[src/rtl/nrw_cfg.svh]
// Offsets, field positions, reset values and timing counts of the noise word source
`ifndef NRW_CFG_SVH
`define NRW_CFG_SVH
`define NRW_OFS_CONTROL   8'h00
`define NRW_OFS_STATUS    8'h04
`define NRW_OFS_VALUE     8'h08
`define NRW_BIT_GEN_OFF   2
`define NRW_BIT_READY     0
`define NRW_RST_CONTROL   32'h0000_0000
`define NRW_RST_VALUE     16'h0000
`define NRW_CLK_PERIOD_PS 25000
`define NRW_WORD_TIME_PS  1250000
`define NRW_WORD_CYCLES   ((`NRW_WORD_TIME_PS + `NRW_CLK_PERIOD_PS - 1) / `NRW_CLK_PERIOD_PS)
`endif

[src/rtl/nrw_pkg.sv]
// Types shared by the noise word source
package nrw_pkg;
	typedef enum logic [2:0] {
		NRW_IDLE  = 3'b001,
		NRW_DATA  = 3'b010,
		NRW_ERR2  = 3'b100
	} nrw_bus_type;
endpackage

[src/rtl/nrw_noise_word_source.sv]
// AHB-lite slave random word source with ready flag and stalling value read
//
// Overview of operation
// Value read gives word in 15:0, zero above
// Non-32-bit access answered with error response
// Fresh words no faster than 1.25 us
// Off bit stops oscillators and gates clock
// Value read waits until word available
// Ready flag set when word valid
// Ready flag held low while generator off
// Software writes reserved bits as zero
// Registers at 0x00/0x04/0x08, reset to zero
// Reading a valid word clears ready flag
`timescale 1ns/1ps
`include "nrw_cfg.svh"

module nrw_noise_word_source
	import nrw_pkg::*;
(
	input  wire logic        core_clk,
	input  wire logic        sys_rst,
	input  wire logic        hsel,
	input  wire logic [7:0]  haddr,
	input  wire logic [1:0]  htrans,
	input  wire logic        hwrite,
	input  wire logic [2:0]  hsize,
	input  wire logic [31:0] hwdata,
	input  wire logic        hready,
	output logic      [31:0] hrdata,
	output logic             hreadyout,
	output logic             hresp,
	input  wire logic        noise_bit,
	output logic             osc_power_down,
	output logic             gen_clk_gate_off
);
	localparam int unsigned WORD_CYCLES = `NRW_WORD_CYCLES;
	localparam logic [6:0]  TICK_LAST   = 7'(WORD_CYCLES - 1);
	localparam logic [4:0]  WORD_BITS   = 5'd16;

	// Noise pin comes from an analog domain
	logic        noise_s1_ff;
	logic        noise_s2_ff;

	// Generator state
	logic        gen_off_ff;
	logic        nxt_gen_off;
	logic [15:0] shift_ff;
	logic [15:0] nxt_shift;
	logic [15:0] value_ff;
	logic [15:0] nxt_value;
	logic        ready_ff;
	logic        nxt_ready;
	logic [6:0]  tick_ff;
	logic [6:0]  nxt_tick;
	logic [4:0]  bits_ff;
	logic [4:0]  nxt_bits;

	// Bus state
	nrw_bus_type bus_ff;
	nrw_bus_type nxt_bus;
	logic        wr_pend_ff;
	logic        nxt_wr_pend;
	logic        rd_pend_ff;
	logic        nxt_rd_pend;
	logic [7:0]  addr_ff;
	logic [7:0]  nxt_addr;
	logic [31:0] rdata_ff;
	logic [31:0] nxt_rdata;

	// Glue between the two groups
	logic        req;
	logic        bad_size;
	logic        ctl_write;
	logic        off_now;
	logic        value_wait;
	logic        take_value;
	logic        word_done;
	logic        addr_open;

	assign req        = hsel && hready && htrans[1];
	assign bad_size   = hsize != 3'b010;
	assign ctl_write  = wr_pend_ff && addr_ff == `NRW_OFS_CONTROL;
	// Off bit as it stands once a write landing now is applied
	assign off_now    = ctl_write ? hwdata[`NRW_BIT_GEN_OFF] : gen_off_ff;
	assign value_wait = rd_pend_ff && addr_ff == `NRW_OFS_VALUE;
	// Word handed over only while running
	assign take_value = value_wait && ready_ff && !gen_off_ff;
	assign word_done  = !ready_ff && bits_ff == WORD_BITS && tick_ff == TICK_LAST;

	// Sampling: collect 16 noise bits, publish no faster than WORD_CYCLES
	always_comb begin
		nxt_gen_off = off_now;
		nxt_shift   = shift_ff;
		nxt_value   = value_ff;
		nxt_ready   = ready_ff;
		nxt_tick    = tick_ff;
		nxt_bits    = bits_ff;
		if (off_now) begin
			// Stopped: a full collection restarts when switched back on
			nxt_ready = 1'b0;
			nxt_tick  = '0;
			nxt_bits  = '0;
		end else begin
			if (tick_ff < TICK_LAST) begin
				nxt_tick = tick_ff + 7'd1;
			end
			if (bits_ff < WORD_BITS) begin
				nxt_shift = {shift_ff[14:0], shift_ff[15] ^ noise_s2_ff};
				nxt_bits  = bits_ff + 5'd1;
			end
			// Set and clear cannot meet: one needs the flag low, the other high
			if (take_value) begin
				nxt_ready = 1'b0;
			end else if (word_done) begin
				nxt_value = shift_ff;
				nxt_ready = 1'b1;
				nxt_tick  = '0;
				nxt_bits  = '0;
			end
		end
	end

	always_ff @(posedge core_clk) begin
		if (sys_rst) begin
			gen_off_ff <= 1'(`NRW_RST_CONTROL >> `NRW_BIT_GEN_OFF);
			shift_ff   <= `NRW_RST_VALUE;
			value_ff   <= `NRW_RST_VALUE;
			ready_ff   <= 1'b0;
			tick_ff    <= '0;
			bits_ff    <= '0;
		end else begin
			gen_off_ff <= nxt_gen_off;
			shift_ff   <= nxt_shift;
			value_ff   <= nxt_value;
			ready_ff   <= nxt_ready;
			tick_ff    <= nxt_tick;
			bits_ff    <= nxt_bits;
		end
	end

	// Bus: address phase, data phase and the two-cycle error answer
	always_comb begin
		nxt_bus     = bus_ff;
		nxt_wr_pend = 1'b0;
		nxt_rd_pend = rd_pend_ff;
		nxt_addr    = addr_ff;
		nxt_rdata   = rdata_ff;
		addr_open   = 1'b0;
		case (bus_ff)
			NRW_IDLE: begin
				// Value read ends its data phase only after the word is loaded,
				// so hrdata already carries it when hreadyout rises
				if (value_wait) begin
					if (take_value) begin
						nxt_rdata   = {16'h0000, value_ff};
						nxt_rd_pend = 1'b0;
					end
				end else begin
					nxt_rd_pend = 1'b0;
					addr_open   = 1'b1;
				end
			end
			NRW_DATA: begin
				nxt_bus = NRW_ERR2;
			end
			NRW_ERR2: begin
				// Second error cycle has hready high, so a new address counts
				nxt_bus   = NRW_IDLE;
				addr_open = 1'b1;
			end
			default: begin
				nxt_bus = NRW_IDLE;
			end
		endcase
		if (addr_open && req) begin
			if (bad_size) begin
				nxt_bus = NRW_DATA;
			end else begin
				nxt_addr = haddr;
				if (hwrite) begin
					nxt_wr_pend = 1'b1;
				end else begin
					nxt_rd_pend = 1'b1;
					// Off bit taken after any write landing now: no stale read-back
					case (haddr)
						`NRW_OFS_CONTROL: begin
							nxt_rdata = 32'(off_now) << `NRW_BIT_GEN_OFF;
						end
						`NRW_OFS_STATUS: begin
							nxt_rdata = 32'(ready_ff && !off_now) << `NRW_BIT_READY;
						end
						default: begin
							nxt_rdata = 32'h0000_0000;
						end
					endcase
				end
			end
		end
	end

	always_ff @(posedge core_clk) begin
		if (sys_rst) begin
			bus_ff     <= NRW_IDLE;
			wr_pend_ff <= 1'b0;
			rd_pend_ff <= 1'b0;
			addr_ff    <= 8'h00;
			rdata_ff   <= 32'h0000_0000;
		end else begin
			bus_ff     <= nxt_bus;
			wr_pend_ff <= nxt_wr_pend;
			rd_pend_ff <= nxt_rd_pend;
			addr_ff    <= nxt_addr;
			rdata_ff   <= nxt_rdata;
		end
	end

	// Value read holds wait states until a word is ready
	always_comb begin
		hreadyout = 1'b1;
		hresp     = 1'b0;
		case (bus_ff)
			NRW_DATA: begin
				hreadyout = 1'b0;
				hresp     = 1'b1;
			end
			NRW_ERR2: begin
				hresp = 1'b1;
			end
			NRW_IDLE: begin
				hreadyout = !value_wait;
			end
			default: begin
				hreadyout = 1'b1;
			end
		endcase
	end

	assign hrdata           = rdata_ff;
	assign osc_power_down   = gen_off_ff;
	// Request only: the logic here keeps its clock, a gate outside acts on it
	assign gen_clk_gate_off = gen_off_ff;

	// Two flops before any logic sees the noise pin
	always_ff @(posedge core_clk) begin
		if (sys_rst) begin
			noise_s1_ff <= 1'b0;
			noise_s2_ff <= 1'b0;
		end else begin
			noise_s1_ff <= noise_bit;
			noise_s2_ff <= noise_s1_ff;
		end
	end
endmodule

[config.mk]
export PLATFORM = sky130hd
export DESIGN_NAME = nrw_noise_word_source
export DESIGN_NICKNAME = d
export VERILOG_FILES = /design/src/rtl/nrw_pkg.sv /design/src/rtl/nrw_noise_word_source.sv
export VERILOG_INCLUDE_DIRS = /design/src /design/src/rtl
export SDC_FILE = /design/constraint.sdc
export NUM_CORES = 1
export LEC_CHECK = 0
export ABC_AREA = 1
export BUFFER_PORTS_ARGS = -buffer_cell sky130_fd_sc_hd__buf_2
export CORE_MARGIN = 1.5
export CORE_UTILIZATION = 40
export DETAILED_ROUTE_END_ITERATION = 12
export PLACE_DENSITY_LB_ADDON = 0.2
export SLEW_MARGIN = 20
export SYNTH_ARGS = -nofsm -noshare
export SYNTH_HDL_FRONTEND = slang
export SYNTH_SLANG_ARGS = --single-unit
[constraint.sdc]
create_clock -name core_clk -period 1.6 [get_ports core_clk]
set_clock_uncertainty 0.15 [all_clocks]
set_input_delay 0.32 -clock core_clk [delete_from_list [all_inputs] [get_ports core_clk]]
set_output_delay 0.32 -clock core_clk [all_outputs]
set_load 0.03 [all_outputs]
# Word level (Yosys, flattened, before mapping)
# Index checks and enable logic that the tools add are counted.
[totals]
ff_bits = 93
latchBits = 0
mem_bits_rw = 0
romBits = 0
word_cells = 81
n_memories = 0
[op_classes]
add_sub_neg = 2
multipliers = 0
div_mod_pow = 0
order_cmp = 2
eq_ne = 8
n_shift = 0
mux = 28
bitwise_logic = 5
reduce_logical = 23
[op_table]
columns = ["op", "count"]
rows = [
  ["32-bit two-way mux", 6],
  ["7-bit two-way mux", 3],
  ["8-bit zero test", 2],
  ["5-bit two-way mux", 3],
  ["3-bit one-hot mux with 2 select lines", 2],
  ["1-bit logical AND", 10],
  ["1-bit two-way mux", 10],
  ["8-bit by 3-bit equality test with 1-bit output (second input constant)", 1],
  ["8-bit by 4-bit equality test with 1-bit output (second input constant)", 1],
  ["7-bit by 1-bit adder with 7-bit output (second input constant)", 1],
  ["7-bit by 6-bit equality test with 1-bit output (second input constant)", 1],
  ["7-bit by 6-bit < comparator with 1-bit output (second input constant)", 1],
  ["3-bit two-way mux", 2],
  ["3-bit OR reduction", 2],
  ["5-bit by 1-bit adder with 5-bit output (second input constant)", 1],
  ["5-bit equality test (second input constant)", 1],
  ["5-bit < comparator (second input constant)", 1],
  ["1-bit zero test", 4],
  ["1-bit inverter", 4],
  ["1-bit one-hot mux with 2 select lines", 2],
  ["2-bit AND reduction", 2],
  ["2-bit OR reduction", 2],
  ["3-bit by 1-bit equality test with 1-bit output (second input constant)", 1],
  ["3-bit by 2-bit equality test with 1-bit output (second input constant)", 1],
  ["other kinds (4)", 4],
]

# Depth between registers and ports, before layout
# Gate-level depths: netlist (run 1).
[depth]
ltp_word = 10
ltp_mapped = 11

# Worst setup path before layout (run 1)
# Ideal clock, no wire load.
[synth_timing]
kind = "register -> register"
from = "register tick_ff[0]"
to = "register value_ff[15]"
arrival_time_ns = 1.287
path_slack_ns = 0.050
path_stages_with_launch = 8
synth_period_minus_slack_ns = 1.550
path_cell_list = "dfxtp_1 > ha_1 > nand4_1 > nor3_4 > nand2_4 > buf_4 > nor2_1 > nor2_1"
[synth_between]
elab_chain_cells = 3
[synth_lines]
columns = ["item", "line", "source"]
rows = [
  ["from (decl)", "nrw_noise_word_source.sv:53", "logic [6:0] tick_ff;"],
  ["from (signal assigned)", "nrw_noise_word_source.sv:136", "tick_ff <= nxt_tick;"],
  ["7-bit by 6-bit equality test with 1-bit output", "nrw_noise_word_source.sv:88", "assign word_done = !ready_ff && bits_ff == WORD_BITS && tick_ff == TICK_LAST;"],
  ["1-bit logical AND", "nrw_noise_word_source.sv:88", ""],
  ["3-bit AND reduction (no source line)", "--", ""],
  ["to (signal assigned)", "nrw_noise_word_source.sv:127", "value_ff <= `NRW_RST_VALUE;"],
  ["to (signal assigned)", "nrw_noise_word_source.sv:134", "value_ff <= nxt_value;"],
  ["to (decl)", "nrw_noise_word_source.sv:49", "logic [15:0] value_ff;"],
]
# No other way between the ends.
# A chain may end at the register's enable or synchronous reset.

# Worst setup path in the final report (run 1)
[layout_timing]
from = "register bus_ff[0]"
to = "output port hreadyout"
[layout_between]
elab_chain_cells = 2
word_cells_on_any_way = 3
cone_classes = "eq/ne: 2; mux: 1"
[layout_lines]
columns = ["item", "line", "source"]
rows = [
  ["from (decl)", "nrw_noise_word_source.sv:59", "nrw_bus_type bus_ff;"],
  ["from (signal assigned)", "nrw_noise_word_source.sv:209", "bus_ff <= nxt_bus;"],
  ["3-bit by 1-bit equality test with 1-bit output / 3-bit by 2-bit equality test with 1-bit output (equally long branches)", "nrw_noise_word_source.sv:221", "case (bus_ff)"],
  ["1-bit one-hot mux with 2 select lines (*)", "nrw_noise_word_source.sv:221", ""],
  ["to (decl)", "nrw_noise_word_source.sv:30", "output logic hreadyout,"],
]
# Every way passes the cells marked *; elsewhere a longest branch is shown, timed or not.

==> metrics.md, run 1 <==
| Metric | Value |
|---|---|
| Slew margin rel. | 0.685 |
| Port Buf Inserts | 54 |
| Clock latency on the worst-skew pair | 360 ps |
| Die ar. | 0.0104 sq mm |
| CP cell instances | inv_2 -> nor3_4 -> inv_2 -> nor2_4 -> nor2_2 -> buf_6 |
| Top post-synthesis cells by count | nand2_1 (125), nor2_1 (102), dfxtp_1 (93), inv_1 (59), nand3_1 (28) |
| Seq/Total Area, Yosys | 0.476 |
| Cell count along the critical path | 6 |
| Number of global-route vias before repair | 3269 |
| Worst hold slack | 31.4 ps |
| Setup CP Type | reg -> out |
| CP most frequent cell | inv_2 |
| R2R cell count | 14 |
| Initial Util | 0.417 |
| Crit path to | hreadyout |
| Worst Path Buf+Inv | 3 |
| Area of the mapped netlist | 0.00391 sq mm |
| Final Hold Viols | 0 |
| Total gr overflow | 0 |
| CP max FO | 2 |
| Routed vias | 3409 |
| Leakage Power | 2.69 nW |
| Largest net degree at the start of global routing | 23 |
| Synth Area per Inst | 7.46 sq um |
| Reg clk slew, reported paths | 90 ps |
| Slowest-stage cell, CP | dfxtp_2 |
| Slew Limit Fails | 0 |
| RSZ-0062 raised after global routing | yes |
| Synth warn | 0 |
| CP endpoint kind | output pin |
| Fraction of registers with async set/reset | 0 |
| Final setup viols | 83 |
| Total negative slack | -7890 ps |
| Final worst setup slack | -262 ps |
| Routed wire length | 9440 microns |
| Top-count cell post-synth | nand2_1 |
| Routed Antenna Nets | 0 |
| DP Area | 0.00438 sq mm |
| Reg2Reg Setup Slack | -170 ps |
| DRC viols | 0 |
| Failing checks | negative setup slack |
| Crit share post-route | 1.16 |
| Dominant cells by area after synthesis | dfxtp_1 (48%), nand2_1 (12%), nor2_1 (9.8%) |
| Unique cell type count in the Yosys netlist | 34 |
| Clock sinks | 93 |
| Share of cells above drive strength 1 | 0.447 |
| Critical Path RT | 1130 ps |
| Tightest Pin Transition | 473 ps |
| DRT iter0 DRCs | 80 |
| Dpl cells | 709 |
| Yosys top cell by area | dfxtp_1 |
| Vias/cell | 4.56 |
| Max-cap check violation count | 0 |
| Post-DP HPWL | 5040 microns |
| Mapped Nets | 579 |
| Arrival @ worst endpoint | 1390 ps |
| Min-Delay Path Class | in -> reg |
| Global-route wire length before repair | 15200 microns |
| Multi-input combinational cell area | 0.00228 sq mm |
| Peak supply drop | 0.475 mV |
| Final min period | 1860 ps |
| Crit-path leading delay family | simple AND/OR/NAND/NOR gates |
| CTS H-tree depth | 3 |
| # fillers | 870 |
| TritonCTS clock tree | built |
| Worst r2r src | addr_ff[5]$_SDFFE_PP0P_ |
| CP startpoint | bus_ff[0]$_SDFF_PP1_ |
| Die X | 102 microns |
| Clock tree buffer depth | 2 |
| Power Density | 784 mW/mm^2 |
| WHS Path Cells | 3 |
| Status | finished, violations left |
| Drt pass-1 iters | 4 |
| Crit start category | register |
| # diodes | 0 |
| FF+latch area | 0.00187 sq mm |
| Pre-CTS WS | -47.8 ps |
| Final total power | 4.41 mW |
| I/O pin count | 87 |
| Main synth FF type | dfxtp_1 |
| Rows | 35 |
| TritonCTS Buffers | 9 |
| Post-route cell area | 0.00563 sq mm |
| GR Util All Layers | 0.186 |
| Area growth syn-to-layout | 44.0% |
| Core area | 0.00937 sq mm |
| Yosys top cell area share | 0.476 |
| Nets | 670 |
| FF+latch count, synth | 93 |
| Synth Instances | 524 |
| Worst path max stage delay | 340 ps |
| Routability Congestion | 0.831 |
| Initial antenna violation count | 0 |
| RR Endpoint | hrdata[2]$_SDFF_PP0_ |
| Final core area utilization | 0.600 |
| FMAX | 537 MHz |
| Routed wirelength normalized by instance count | 12.6 microns |
| Root Buffer | clkbuf_8 |
| Number of synthesized flops with an enable pin | 0 |
| Finished Layout Cells | 748 |
| Die height | 102 microns |
where the power goes:
group	leakage (nW)	internal (mW)	switching, mW
clock	0.107	0.889	0.866
combinational	1.83	0.132	0.171
sequential	0.754	2.34	0.0164
repair_timing:
action	in CTS	in global routing
endpoints found under the hold margin	0	0
resized for setup	101	88
setup buffers	13	2
pin swaps	34	26
endpoints found under the setup margin	49	92
hold buffers	0	0
cloned	9	1
cells in the final DEF (no fill, tap or decap), drive strengths merged, types with 2 or more instances in the layout:
master	netlist	layout
dfxtp	93	93
nand4	3	3
ha	4	4
nand2	132	136
bufinv	0	2
xor2	5	5
nand3	32	32
clkbuf	3	10
nor3	8	8
a21oi	19	19
inv	65	68
o21ai	18	18
nor2	116	116
buf	20	98
worst min-delay path by stage:
| stage | start | end | slack [ps] |
|---|---|---|---|
| after floorplan | noise_s1_ff$_SDFF_PP0_ | noise_s2_ff$_SDFF_PP0_ | 240 |
| after global placement | noise_s1_ff$_SDFF_PP0_ | noise_s2_ff$_SDFF_PP0_ | 260 |
| after detailed placement | noise_s1_ff$_SDFF_PP0_ | noise_s2_ff$_SDFF_PP0_ | 250 |
| after CTS | noise_bit | noise_s1_ff$_SDFF_PP0_ | 20 |
| after global routing | haddr[7] | addr_ff[7]$_SDFFE_PP0P_ | 40 |
| final | noise_bit | noise_s1_ff$_SDFF_PP0_ | 30 |
layout make-up:
| class | count | share of cell area |
|---|---|---|
| repair buffers | 99 | 0.151 |
| multi-input cells | 347 | 0.405 |
| inverters | 65 | 0.0434 |
| flip-flops and latches | 93 | 0.333 |
| well taps | 129 | 0.0287 |
| clock buffers | 9 | 0.0220 |
| clock inverters | 6 | 0.0167 |
state kept, by name (all words and copies together) (netlist names), 3 cells and up:
name / cells
hrdata: 32
shift_ff: 16
value_ff: 16
addr_ff: 8
tick_ff: 7
bits_ff: 5
bus_ff: 3
kinds of logic after synthesis:
kind of cell / count (synthesis) / synth area share
AO/OA/AOI/OAI: 40 / 0.0576
XOR/XNOR: 6 / 0.0134
adder cells (fa/ha/maj): 4 / 0.0128
buffers and inverters: 88 / 0.110
flip-flops: 93 / 0.476
AND/OR/NAND/NOR: 293 / 0.330
worst register-to-register path, delay by kind of cell (launching register included):
family                 cells  cell delay, ps
buffers and inverters      5             520
flip-flops                 1             340
AND/OR/NAND/NOR            9             670
per-layer routing:
metal  up-vias  track usage  part of all wire
met3        14       0.0301             0.036
met4         0       0.0653             0.015
li1       1784            -                 -
met1      1547        0.227              0.43
met5         -            0                 0
met2        64        0.333              0.52
Note: power is estimated with default switching activity, not from simulation.
==> run 2, diff against run 1 <==
==> constraint.sdc (replaced) <==
create_clock -name core_clk -period 1.6 [get_ports core_clk]
set_clock_uncertainty 0.15 [all_clocks]
set_input_delay 0.08 -clock core_clk [delete_from_list [all_inputs] [get_ports core_clk]]
set_output_delay 0.08 -clock core_clk [all_outputs]
set_load 0.03 [all_outputs]
==> run 2 against run 1 <==
Against the previous run:
- the run still ends with negative setup slack left
- utilization shrank 1.8 points
- final area shrank 3.0%
- register-to-register slack gained 70 ps
- via count grew 0.88%
- final cell count grew 1.5%
- worst hold slack gained 25 ps
- critical path type is now reg -> reg
==> metrics.md, run 2 (synthesis gave the netlist of run 1 again) <==
| Metric | Value |
|---|---|
| Status | finished, violations left (unchanged) |
| Failing checks | negative setup slack (unchanged) |
| I/O pin count | 87 (unchanged) |
| Nets | 680 (was 670) |
| Reg clk slew, reported paths | 90 ps (about the same) |
| Setup CP Type | reg -> reg (was reg -> out) |
| Final worst setup slack | -101 ps (was -262 ps) |
| CP max FO | 8 (was 2) |
| Vias/cell | 4.53 (was 4.56) |
| Post-DP HPWL | 5110 microns (was 5040 microns) |
| Rows | 35 (unchanged) |
| Routability Congestion | 0.811 (was 0.831) |
| Initial antenna violation count | 0 (unchanged) |
| Share of cells above drive strength 1 | 0.363 (was 0.447) |
| DRC viols | 0 (unchanged) |
| Power Density | 755 mW/mm^2 (was 784 mW/mm^2) |
| Slowest-stage cell, CP | dfxtp_2 (unchanged) |
| Worst path max stage delay | 330 ps (was 340 ps) |
| CP endpoint kind | register (was output pin) |
| Arrival @ worst endpoint | 1840 ps (was 1390 ps) |
| Peak supply drop | 0.621 mV (was 0.475 mV) |
| Routed wirelength normalized by instance count | 12.3 microns (was 12.6 microns) |
| Final core area utilization | 0.582 (was 0.600) |
| Clock sinks | 93 (unchanged) |
| Most common cell after layout, fill and taps aside | nand2_1 (unchanged) |
| Crit share post-route | 1.06 (was 1.16) |
| Routed vias | 3439 (was 3409) |
| GR Util All Layers | 0.158 (was 0.186) |
| RSZ-0062 raised after global routing | yes (unchanged) |
| Drt pass-1 iters | 4 (unchanged) |
| TritonCTS Buffers | 9 (unchanged) |
| Routed wire length | 9320 microns (was 9440 microns) |
| Post-route cell area | 0.00546 sq mm (was 0.00563 sq mm) |
| Clock latency on the worst-skew pair | 360 ps (about the same) |
| DRT iter0 DRCs | 68 (was 80) |
| Slew Limit Fails | 0 (unchanged) |
| Area growth syn-to-layout | 39.6% (was 44.0%) |
| Final Hold Viols | 0 (unchanged) |
| Slew margin rel. | 0.687 (was 0.685) |
| Root Buffer | clkbuf_8 (unchanged) |
| CP cell instances | inv_2 -> buf_6 -> nand3_4 -> nor2_4 -> nand4_4 -> nand2_8 -> buf_12 -> buf_12 -> nand3_1 -> a21oi_2 (was inv_2 -> nor3_4 -> inv_2 -> nor2_4 -> nor2_2 -> buf_6) |
| Port Buf Inserts | 54 (unchanged) |
| Total gr overflow | 0 (unchanged) |
| Core area | 0.00937 sq mm (unchanged) |
| TritonCTS clock tree | built (unchanged) |
| DP Area | 0.00441 sq mm (was 0.00438 sq mm) |
| CP most frequent cell | buf_12 (was inv_2) |
| Min-Delay Path Class | in -> reg (unchanged) |
| Critical Path RT | 1740 ps (was 1130 ps) |
| Reg2Reg Setup Slack | -100 ps (was -170 ps) |
| Number of global-route vias before repair | 3087 (was 3269) |
| Clock tree buffer depth | 2 (unchanged) |
| CTS H-tree depth | 3 (unchanged) |
| Total negative slack | -2710 ps (was -7890 ps) |
| # diodes | 0 (unchanged) |
| Most frequent cells in the layout | nand2_1 (115), dfxtp_1 (83), nor2_1 (79) (was nand2_1 (87), dfxtp_1 (83), nor2_1 (76)) |
| Final setup viols | 66 (was 83) |
| FMAX | 588 MHz (was 537 MHz) |
| Largest net degree at the start of global routing | 45 (was 23) |
| Tightest Pin Transition | 468 ps (was 473 ps) |
| Routed Antenna Nets | 0 (unchanged) |
| Initial Util | 0.417 (unchanged) |
| Crit start category | register (unchanged) |
| Max-cap check violation count | 0 (unchanged) |
| Global-route wire length before repair | 13200 microns (was 15200 microns) |
| Pre-CTS WS | -60.9 ps (was -47.8 ps) |
| Die height | 102 microns (unchanged) |
| Die ar. | 0.0104 sq mm (unchanged) |
| Max reg flops | 32 (unchanged) |
| Final min period | 1700 ps (was 1860 ps) |
| Leakage Power | 2.58 nW (was 2.69 nW) |
| Die X | 102 microns (unchanged) |
==> run 2: report_power, final <==
group | internal (mW) | leakage, nW | switching [mW]
logic | 0.132 | 1.74 | 0.158
registers | 2.34 | 0.755 | 0.0151
clock network | 0.597 | 0.0898 | 0.882
==> run 2: routing by layer <==
metal / global-route usage / share of wire / vias to the layer above
met4: 0.0653 / 0.018 / 0
met5: 0 / 0 / -
met2: 0.267 / 0.50 / 58
met1: 0.198 / 0.45 / 1558
met3: 0.0294 / 0.029 / 13
li1: - / - / 1810
==> run 2: worst paths after layout <==
path | endpoint | startpoint | cells after the start
setup / recovery | shift_ff[14]$_SDFFE_PP0P_ | addr_ff[6]$_SDFFE_PP0P_ | 10
hold / removal | bus_ff[1]$_SDFF_PP0_ | hready | 4
setup reg to reg | shift_ff[14]$_SDFFE_PP0P_ | addr_ff[6]$_SDFFE_PP0P_ | 10
hold reg to reg | noise_s2_ff$_SDFF_PP0_ | noise_s1_ff$_SDFF_PP0_ | 2
==> run 2: layout make-up <==
type	count	area [sq um]
Inverter	65	244
Tap cell	129	161
Timing Repair Buffer	111	992
Sequential cell	93	1880
Multi-Input combinational cell	345	2000
Clock inverter	6	53.8
Clock buffer	10	128
Fill cell	907	3910
==> run 2: stage by stage <==
step | hold slack [ps] | total power [mW] | std cells
floorplan | 19.0 | 2.53 | 524
global placement | 150 | 2.60 | 709
detailed placement | 165 | 2.61 | 709
CTS | 8.72 | 4.11 | 743
global route | 70.4 | 4.31 | 759
finish | 56.0 | 4.12 | 759
==> run 2: timing repair <==
| action | 4_1_cts | 5_1_grt |
|---|---|---|
| hold buffers | 11 | 0 |
| gates resized for setup | 32 | 86 |
| setup buffers | 5 | 4 |
| gates cloned | 2 | 12 |
| endpoints found under the setup margin | 34 | 90 |
| hold endpoints to repair | 15 | 0 |
| pin swaps | 16 | 24 |
==> run 2: worst max-delay path: cells and delay by family (launching register included) <==
kind / cells / cell delay (ps)
buf+inv: 4 / 480
simple gates: 5 / 550
compound gates: 1 / 130
flops: 1 / 330
